**src/hub_irq_pkg.sv**
```systemverilog
// shared constants and carrier types for the camera hub interrupt and forwarding status block
package hub_irq_pkg;

  // bus geometry
  localparam int ADDR_W = 12;
  localparam int DATA_W = 32;
  localparam int IDX_W = 8;
  localparam int IDX_LSB = 2;

  // register indices; byte address is four times the index
  localparam logic [IDX_W-1:0] IDX_FWD_CTL = 8'h21;
  localparam logic [IDX_W-1:0] IDX_FORWARD_SYNC_STATUS = 8'h22;
  localparam logic [IDX_W-1:0] IDX_IRQ_CTL = 8'h23;
  localparam logic [IDX_W-1:0] IDX_IRQ_STS = 8'h24;
  localparam logic [IDX_W-1:0] IDX_EVT_STS = 8'h30;
  localparam logic [IDX_W-1:0] IDX_EVT_CLR = 8'h31;
  localparam logic [IDX_W-1:0] IDX_EVT_EN = 8'h32;

  // field positions in the 8-bit registers
  localparam int MODE_LSB = 2;
  localparam int LOCKED_BIT = 0;
  localparam int LOSS_BIT = 2;
  localparam int GLOBAL_BIT = 7;
  localparam int NUM_SRC = 3;
  localparam int SRC_BIT [NUM_SRC] = '{0, 1, 4};
  localparam int NUM_EVT = 2;
  localparam int EVT_LOCK_GAIN = 0;
  localparam int EVT_LOCK_DROP = 1;

  // reset values
  localparam logic [7:0] RST_BYTE = 8'h00;
  localparam logic [1:0] RST_MODE = 2'h0;
  localparam logic [DATA_W-1:0] RD_ZERO = 32'h0000_0000;

  // axi responses
  localparam logic [1:0] RESP_OKAY = 2'h0;
  localparam logic [1:0] RESP_SLVERR = 2'h2;

  // synchronized forwarding modes
  typedef enum logic [1:0] {
    MODE_DISABLED = 2'h0,
    MODE_BASIC = 2'h1,
    MODE_LINE_INTERLEAVE = 2'h2,
    MODE_LINE_CONCAT = 2'h3
  } sync_mode_t;

  // sync tracker states, gray along off -> wait -> armed
  typedef enum logic [1:0] {
    TRK_OFF = 2'h0,
    TRK_WAIT = 2'h1,
    TRK_ARMED = 2'h3
  } trk_state_t;

  // register write strobe with payload
  typedef struct packed {
    logic en;
    logic [IDX_W-1:0] idx;
    logic [7:0] data;
  } reg_wr_t;

  // register read strobe
  typedef struct packed {
    logic en;
    logic [IDX_W-1:0] idx;
  } reg_rd_t;

endpackage : hub_irq_pkg

```
**src/hub_irq_and_fwd_status.sv**
```systemverilog
// interrupt aggregation and synchronized forwarding status for the camera hub
//
// Our own choice: the AXI4-Lite register port.
`timescale 1ns/1ns
module hub_irq_and_fwd_status
  import hub_irq_pkg::*;
(
  input wire logic aclk, // register clock, 250 MHz
  input wire logic aresetn, // sync reset, active low
  input wire logic [ADDR_W-1:0] s_axi_awaddr, // write address
  input wire logic s_axi_awvalid, // write address valid
  output logic s_axi_awready, // write address ready
  input wire logic [DATA_W-1:0] s_axi_wdata, // write data
  input wire logic [3:0] s_axi_wstrb, // write byte enables
  input wire logic s_axi_wvalid, // write data valid
  output logic s_axi_wready, // write data ready
  output logic [1:0] s_axi_bresp, // write response
  output logic s_axi_bvalid, // write response valid
  input wire logic s_axi_bready, // write response ready
  input wire logic [ADDR_W-1:0] s_axi_araddr, // read address
  input wire logic s_axi_arvalid, // read address valid
  output logic s_axi_arready, // read address ready
  output logic [DATA_W-1:0] s_axi_rdata, // read data
  output logic [1:0] s_axi_rresp, // read response
  output logic s_axi_rvalid, // read data valid
  input wire logic s_axi_rready, // read data ready
  input wire logic [NUM_SRC-1:0] src_event, // source event pulses: rx0, rx1, tx
  input wire logic [NUM_SRC-1:0] src_clear, // source cause-register read pulses
  input wire logic engine_sync_ok, // engine able to deliver synced video
  input wire logic sync_frame_sent, // pulse: one synced frame sent
  input wire logic sync_loss_event, // pulse: synced video lost
  output sync_mode_t sync_forward_mode, // mode to the forwarding engine
  output logic irq // level interrupt to the controller
);

  reg_wr_t wr;
  reg_rd_t rd;
  logic [7:0] rd_value;
  logic rd_hit;
  logic wr_hit;

  logic global_irq_enable_r;
  logic [NUM_SRC-1:0] src_enable_r;
  logic [NUM_SRC-1:0] src_flag_r;
  logic sync_locked_status_r;
  logic sync_loss_flag_r;
  trk_state_t trk_r;
  trk_state_t trk_nxt;
  logic [NUM_EVT-1:0] evt_sts_r;
  logic [NUM_EVT-1:0] evt_en_r;
  logic [NUM_EVT-1:0] evt_in;
  logic global_irq_pending;
  logic [7:0] irq_ctl_val;
  logic [7:0] irq_sts_val;
  logic [7:0] forward_sync_status_val;

  // mapped register test, shared by read and write paths
  function automatic logic idx_mapped(input logic [IDX_W-1:0] idx);
    idx_mapped = (idx == IDX_FWD_CTL) || (idx == IDX_FORWARD_SYNC_STATUS) || (idx == IDX_IRQ_CTL) ||
                 (idx == IDX_IRQ_STS) || (idx == IDX_EVT_STS) || (idx == IDX_EVT_CLR) ||
                 (idx == IDX_EVT_EN);
  endfunction : idx_mapped

  axil_reg_port u_port (
    .aclk(aclk),
    .aresetn(aresetn),
    .awaddr(s_axi_awaddr),
    .awvalid(s_axi_awvalid),
    .awready(s_axi_awready),
    .wdata(s_axi_wdata),
    .wstrb(s_axi_wstrb),
    .wvalid(s_axi_wvalid),
    .wready(s_axi_wready),
    .bresp(s_axi_bresp),
    .bvalid(s_axi_bvalid),
    .bready(s_axi_bready),
    .araddr(s_axi_araddr),
    .arvalid(s_axi_arvalid),
    .arready(s_axi_arready),
    .rdata(s_axi_rdata),
    .rresp(s_axi_rresp),
    .rvalid(s_axi_rvalid),
    .rready(s_axi_rready),
    .wr(wr),
    .rd(rd),
    .rd_value(rd_value),
    .rd_hit(rd_hit),
    .wr_hit(wr_hit)
  );

  assign rd_hit = idx_mapped(rd.idx);
  assign wr_hit = idx_mapped(wr.idx);

  // forwarding mode field; reserved bits of the control byte are dropped
  always_ff @(posedge aclk)
  begin
    if (!aresetn)
      sync_forward_mode <= MODE_DISABLED;
    else if (wr.en && wr.idx == IDX_FWD_CTL)
      sync_forward_mode <= sync_mode_t'(wr.data[MODE_LSB +: 2]);
  end

  // interrupt enables; only bits 7, 4, 1 and 0 are writable
  always_ff @(posedge aclk)
  begin
    if (!aresetn)
    begin
      global_irq_enable_r <= 1'b0;
      src_enable_r <= '0;
    end
    else if (wr.en && wr.idx == IDX_IRQ_CTL)
    begin
      global_irq_enable_r <= wr.data[GLOBAL_BIT];
      for (int i = 0; i < NUM_SRC; i++)
        src_enable_r[i] <= wr.data[SRC_BIT[i]];
    end
  end

  // sticky source flags; an event in the clearing cycle keeps the flag set
  generate
    for (genvar g = 0; g < NUM_SRC; g++)
    begin : g_src
      always_ff @(posedge aclk)
      begin
        if (!aresetn)
          src_flag_r[g] <= 1'b0;
        else if (src_event[g])
          src_flag_r[g] <= 1'b1;
        else if (src_clear[g])
          src_flag_r[g] <= 1'b0;
      end
    end
  endgenerate

  assign global_irq_pending = |(src_flag_r & src_enable_r);

  // tracker next state: armed only once a synced frame has gone out
  always_comb
  begin
    trk_nxt = trk_r;
    unique case (trk_r)
      TRK_OFF:
        if (sync_forward_mode != MODE_DISABLED)
          trk_nxt = TRK_WAIT;
      TRK_WAIT:
        if (sync_forward_mode == MODE_DISABLED)
          trk_nxt = TRK_OFF;
        else if (sync_frame_sent)
          trk_nxt = TRK_ARMED;
      TRK_ARMED:
        if (sync_forward_mode == MODE_DISABLED)
          trk_nxt = TRK_OFF;
      default:
        trk_nxt = TRK_OFF;
    endcase
  end

  // tracker state register
  always_ff @(posedge aclk)
  begin
    if (!aresetn)
      trk_r <= TRK_OFF;
    else
      trk_r <= trk_nxt;
  end

  // locked status follows the engine, forced low while forwarding is off
  always_ff @(posedge aclk)
  begin
    if (!aresetn)
      sync_locked_status_r <= 1'b0;
    else
      sync_locked_status_r <= engine_sync_ok && (sync_forward_mode != MODE_DISABLED);
  end

  // failure flag: loss before the first synced frame is not a failure
  always_ff @(posedge aclk)
  begin
    if (!aresetn)
      sync_loss_flag_r <= 1'b0;
    else if (sync_loss_event && trk_r == TRK_ARMED)
      sync_loss_flag_r <= 1'b1;
    else if (rd.en && rd.idx == IDX_FORWARD_SYNC_STATUS)
      sync_loss_flag_r <= 1'b0;
  end

  // lock change events for the auxiliary sticky status
  assign evt_in[EVT_LOCK_GAIN] = (trk_r != TRK_OFF) && engine_sync_ok && !sync_locked_status_r &&
                                 (sync_forward_mode != MODE_DISABLED);
  assign evt_in[EVT_LOCK_DROP] = sync_locked_status_r && !engine_sync_ok;

  // auxiliary sticky status; write-one-to-clear register, set wins
  always_ff @(posedge aclk)
  begin
    if (!aresetn)
      evt_sts_r <= '0;
    else if (wr.en && wr.idx == IDX_EVT_CLR)
      evt_sts_r <= (evt_sts_r & ~wr.data[NUM_EVT-1:0]) | evt_in;
    else
      evt_sts_r <= evt_sts_r | evt_in;
  end

  // auxiliary enables
  always_ff @(posedge aclk)
  begin
    if (!aresetn)
      evt_en_r <= '0;
    else if (wr.en && wr.idx == IDX_EVT_EN)
      evt_en_r <= wr.data[NUM_EVT-1:0];
  end

  // registered interrupt; the global enable masks every cause
  always_ff @(posedge aclk)
  begin
    if (!aresetn)
      irq <= 1'b0;
    else
      irq <= global_irq_enable_r && (global_irq_pending || |(evt_sts_r & evt_en_r));
  end

  // read views of the documented registers; reserved bits read zero
  always_comb
  begin
    irq_ctl_val = RST_BYTE;
    irq_sts_val = RST_BYTE;
    forward_sync_status_val = RST_BYTE;
    irq_ctl_val[GLOBAL_BIT] = global_irq_enable_r;
    irq_sts_val[GLOBAL_BIT] = global_irq_pending;
    for (int i = 0; i < NUM_SRC; i++)
    begin
      irq_ctl_val[SRC_BIT[i]] = src_enable_r[i];
      irq_sts_val[SRC_BIT[i]] = src_flag_r[i];
    end
    forward_sync_status_val[LOCKED_BIT] = sync_locked_status_r;
    forward_sync_status_val[LOSS_BIT] = sync_loss_flag_r;
  end

  // read mux; status registers ignore writes, clear register reads zero
  always_comb
  begin
    rd_value = RST_BYTE;
    unique case (rd.idx)
      IDX_FWD_CTL: rd_value[MODE_LSB +: 2] = sync_forward_mode;
      IDX_FORWARD_SYNC_STATUS: rd_value = forward_sync_status_val;
      IDX_IRQ_CTL: rd_value = irq_ctl_val;
      IDX_IRQ_STS: rd_value = irq_sts_val;
      IDX_EVT_STS: rd_value[NUM_EVT-1:0] = evt_sts_r;
      IDX_EVT_EN: rd_value[NUM_EVT-1:0] = evt_en_r;
      default: rd_value = RST_BYTE;
    endcase
  end

endmodule : hub_irq_and_fwd_status

```
**src/axil_reg_port.sv**
```systemverilog
// axi4-lite slave front end turning bus transfers into register strobes
`timescale 1ns/1ns
module axil_reg_port
  import hub_irq_pkg::*;
(
  input wire logic aclk, // register clock
  input wire logic aresetn, // sync reset, active low
  input wire logic [ADDR_W-1:0] awaddr, // write address
  input wire logic awvalid, // write address valid
  output logic awready, // write address ready
  input wire logic [DATA_W-1:0] wdata, // write data
  input wire logic [3:0] wstrb, // write byte enables
  input wire logic wvalid, // write data valid
  output logic wready, // write data ready
  output logic [1:0] bresp, // write response
  output logic bvalid, // write response valid
  input wire logic bready, // write response ready
  input wire logic [ADDR_W-1:0] araddr, // read address
  input wire logic arvalid, // read address valid
  output logic arready, // read address ready
  output logic [DATA_W-1:0] rdata, // read data
  output logic [1:0] rresp, // read response
  output logic rvalid, // read data valid
  input wire logic rready, // read data ready
  output reg_wr_t wr, // write strobe to register file
  output reg_rd_t rd, // read strobe to register file
  input wire logic [7:0] rd_value, // value at rd.idx
  input wire logic rd_hit, // rd.idx is mapped
  input wire logic wr_hit // wr.idx is mapped
);

  logic [IDX_W-1:0] aw_idx_r;
  logic [7:0] w_byte_r;
  logic w_lane0_r;
  logic aw_held_r;
  logic w_held_r;

  // address and data are taken in either order, then held until both are in
  always_ff @(posedge aclk)
  begin
    if (!aresetn)
    begin
      aw_held_r <= 1'b0;
      w_held_r <= 1'b0;
      awready <= 1'b0;
      wready <= 1'b0;
      aw_idx_r <= '0;
      w_byte_r <= RST_BYTE;
      w_lane0_r <= 1'b0;
    end
    else
    begin
      awready <= !aw_held_r && !(awvalid && awready) && !bvalid;
      wready <= !w_held_r && !(wvalid && wready) && !bvalid;
      if (awvalid && awready)
      begin
        aw_held_r <= 1'b1;
        aw_idx_r <= awaddr[IDX_LSB +: IDX_W];
      end
      if (wvalid && wready)
      begin
        w_held_r <= 1'b1;
        w_byte_r <= wdata[7:0];
        w_lane0_r <= wstrb[0];
      end
      if (wr.en)
      begin
        aw_held_r <= 1'b0;
        w_held_r <= 1'b0;
      end
    end
  end

  // only byte lane 0 carries register bits; a write without it stores a zero byte
  assign wr.en = aw_held_r && w_held_r && !bvalid;
  assign wr.idx = aw_idx_r;
  assign wr.data = w_lane0_r ? w_byte_r : RST_BYTE;

  // write response one cycle after the write strobe
  always_ff @(posedge aclk)
  begin
    if (!aresetn)
    begin
      bvalid <= 1'b0;
      bresp <= RESP_OKAY;
    end
    else if (wr.en)
    begin
      bvalid <= 1'b1;
      bresp <= wr_hit ? RESP_OKAY : RESP_SLVERR;
    end
    else if (bready)
      bvalid <= 1'b0;
  end

  assign rd.en = arvalid && arready;
  assign rd.idx = araddr[IDX_LSB +: IDX_W];

  // read data is sampled at the address edge, so clear-on-read acts the same edge
  always_ff @(posedge aclk)
  begin
    if (!aresetn)
    begin
      arready <= 1'b0;
      rvalid <= 1'b0;
      rdata <= RD_ZERO;
      rresp <= RESP_OKAY;
    end
    else if (rd.en)
    begin
      arready <= 1'b0;
      rvalid <= 1'b1;
      rdata <= {24'h00_0000, rd_value};
      rresp <= rd_hit ? RESP_OKAY : RESP_SLVERR;
    end
    else if (rvalid && rready)
    begin
      rvalid <= 1'b0;
      arready <= 1'b1;
    end
    else
      arready <= !rvalid;
  end

endmodule : axil_reg_port

```
**config.mk**
```make
export PLATFORM = sky130hd
export DESIGN_NAME = hub_irq_and_fwd_status
export DESIGN_NICKNAME = d
export VERILOG_FILES = /design/src/hub_irq_pkg.sv /design/src/hub_irq_and_fwd_status.sv /design/src/axil_reg_port.sv
export SDC_FILE = /design/constraint.sdc
export NUM_CORES = 1
export LEC_CHECK = 0
export ABC_CLOCK_PERIOD_IN_PS = 3000
export BUFFER_PORTS_ARGS = -buffer_cell sky130_fd_sc_hd__buf_2
export CAP_MARGIN = 25
export CORE_MARGIN = 4
export CORE_UTILIZATION = 45
export DETAILED_ROUTE_END_ITERATION = 7
export PLACE_DENSITY = 0.87
export REMOVE_ABC_BUFFERS = 1
export SYNTH_ARGS = -nofsm -noshare
export SYNTH_HDL_FRONTEND = slang
export SYNTH_HIERARCHICAL = 1
export SYNTH_SLANG_ARGS = --single-unit
export TNS_END_PERCENT = 5
```
**constraint.sdc**
```tcl
create_clock -name aclk -period 3 [get_ports aclk]
set_input_delay 0.15 -clock aclk [delete_from_list [all_inputs] [get_ports aclk]]
set_output_delay 0.15 -clock aclk [all_outputs]
set_load 0.02 [all_outputs]
```
==> results.cfg <==
[sta]
max_freq_ghz = 0.620
hold_viol = 0
setup_violations = 0
hold_ws_ns = 0.0501
final_max_slew_viol_count = 0
fin_worst_skew_ns = 0.00447
rsz0062_at_grt = false
fin_crit_sh_pct = 53.8
fin_setup_tns_ns = 0
tightest_slew_ns = 0.755
worst_slack_ns = 1.39
slew_headroom_pct = 49.7
period_needed_ns = 1.61

[setup_path]
crit_path_max_incr_delay_ns = 0.34
cp-end-kind = flip-flop
r2r-start = u_port/bvalid
worstPathArrival_ns = 1.85
cp_slowest_cell = dfxtp_1
critPathKind = reg2reg
cp_cell_sequence = and3b_1 > nor3b_2 > nand2_1 > nor3_2 > mux2i_1
reg2reg_depth = 5
startpoint_type = flip-flop
worstPathRequired_ns = 3.24
r2r_setup_slack_ns = 1.39
rr_endpoint = evt_en_r[1]
critPathMaxFanout = 5

[worst_hold_path]
holdPathStages = 2
hp-class = in2reg
min_from = src_event[0]
whs_endpoint = irq_sts_val[0]

[finish]
fillCellCount = 494
layout-drive-gt1-share_pct = 21.4
layout.nets = 412
instances_no_fill = 407
area_delta_synth_final_pct = 10.2
antenna_cells = 0
final_area_sq_um = 2740

[drt]
drtAntennaViolNets = 0
drt-total-wl_um = 4590
wl_per_cell_um = 11.3
drt_iter0_drc = 76
first_pass_iters = 4
drc_errors = 0
vias_per_cell = 4.80
num_vias = 1955

[flow_run]
drv_cap = 0

[placement]
dp.cells = 399
place_area_sq_um = 2640
hpwl_um = 3490
pre_cts_ws_ns = 1.41
io_buffers = 56
gp_congestion = 0.774

[floorplanning]
die_h_um = 82.4
dieArea_sq_um = 6780
core_area_sq_um = 5240
num_rows = 26
die_w_um = 82.4
start_util_pct = 47.5
ios = 120

[global_route]
antenna_found_initial = 0
grt_use_total_pct = 14.2
grt_overflow_total = 0
grt_pass1_wl_um = 7400
grt_pass1_vias = 1751
grt_max_degree = 54

[pwr]
p_leak_nw = 1.17
vdd.ir_drop.worst_mv = 0.308
powerDensity_nw_per_um2 = 476

[clocking]
holdBufCountCts = 0
cts_tree = built
clock-sinks = 50
cts_resized = 0
ctsHtreeMaxLevel = 2
clk_latency_ns = 0.30
clock_path_buffers = 2
cts_buffers = 5
cts_setup_buffers = 0
clkTransAtPathRegs_ns = 0.08
root_buffer = clkbuf_8

[synth]
yosysWarnings = 6
synth_cells = 292
synth_area_sq_um = 2490
post_synth.cell_area_avg_sq_um = 8.52

[status]
outcome = complete, no violations
## metrics by stage
step	util, %	total power, W
2_1_floorplan	-	0.000804
5_1_grt	52.4	0.00137
3_5_place_dp	50.3	0.000862
6_report	52.4	0.00131
3_3_place_gp	50.3	0.000858
4_1_cts	52.4	0.00132
## per-layer routing
metal / GRT usage [%] / wire length, um / vias up
met4: 4.82 / 57 / 0
li1: - / - / 1015
met5: 0 / 0 / -
met2: 24.8 / 2190 / 70
met1: 15.9 / 1920 / 864
met3: 4.77 / 416 / 6
## worst max-delay path: cells and delay by family, from the launching register on
family	cells	cell delay [ns]
multiplexers	1	0.21
flip-flops	1	0.34
AND/OR/NAND/NOR	4	1.00
## flip-flops by register name, indices dropped and copies added (netlist names), 2 cells and up
register and cells:
src_enable_r 3, sync_forward_mode 2, trk_r 2, u_port/w_byte_r 6, u_port/aw_idx_r 8, u_port/rdata 8
evt_sts_r 2, irq_sts_val 3, evt_en_r 2
## power by group
| group | total, W | switching, W | internal [W] |
|---|---|---|---|
| sequential | 0.000703 | 0.0000175 | 0.000685 |
| combinational | 0.000144 | 0.0000920 | 0.0000518 |
| clock | 0.000460 | 0.000211 | 0.000249 |
## cell usage in the layout (no fill, tap or decap), drive strengths merged, types with 2 or more instances in the layout
master and count:
nand2 66, buf 56, dfxtp 50, conb 28
a21boi 27, o21ai 11, nor2 10, and2 9
a21oi 7, nand3 7, clkbuf 7, nor2b 6
o21a 6, inv 5, nor3 5, mux2i 4
nor3b 3, nor4b 2, and2b 2, and4 2
nand3b 2, a221o 2, a22o 2, o211a 2
and3 2
## how the worst max path moves through the flow
stage	slack [ns]	to	from	depth (start not counted)
after floorplan	1.50	evt_sts_r[0]	u_port/bvalid	5
after global routing	1.14	evt_en_r[1]	u_port/bvalid	5
after global placement	1.45	evt_sts_r[1]	u_port/bvalid	5
final	1.39	evt_en_r[1]	u_port/bvalid	5
after detailed placement	1.41	evt_en_r[0]	u_port/bvalid	5
after CTS	1.38	evt_en_r[1]	u_port/bvalid	5
## area by class of cell
type / instances / area (sq um) / share of cell area, %
inverter: 5 / 18.8 / 0.684
clock buffer: 7 / 76.3 / 2.78
clock inverter: 1 / 30.0 / 1.09
tap: 70 / 87.6 / 3.19
multi-input combinational: 218 / 1250 / 45.5
timing repair buffer: 56 / 280 / 10.2
sequential: 50 / 1000 / 36.5
Note: power is estimated with default switching activity, not from simulation.
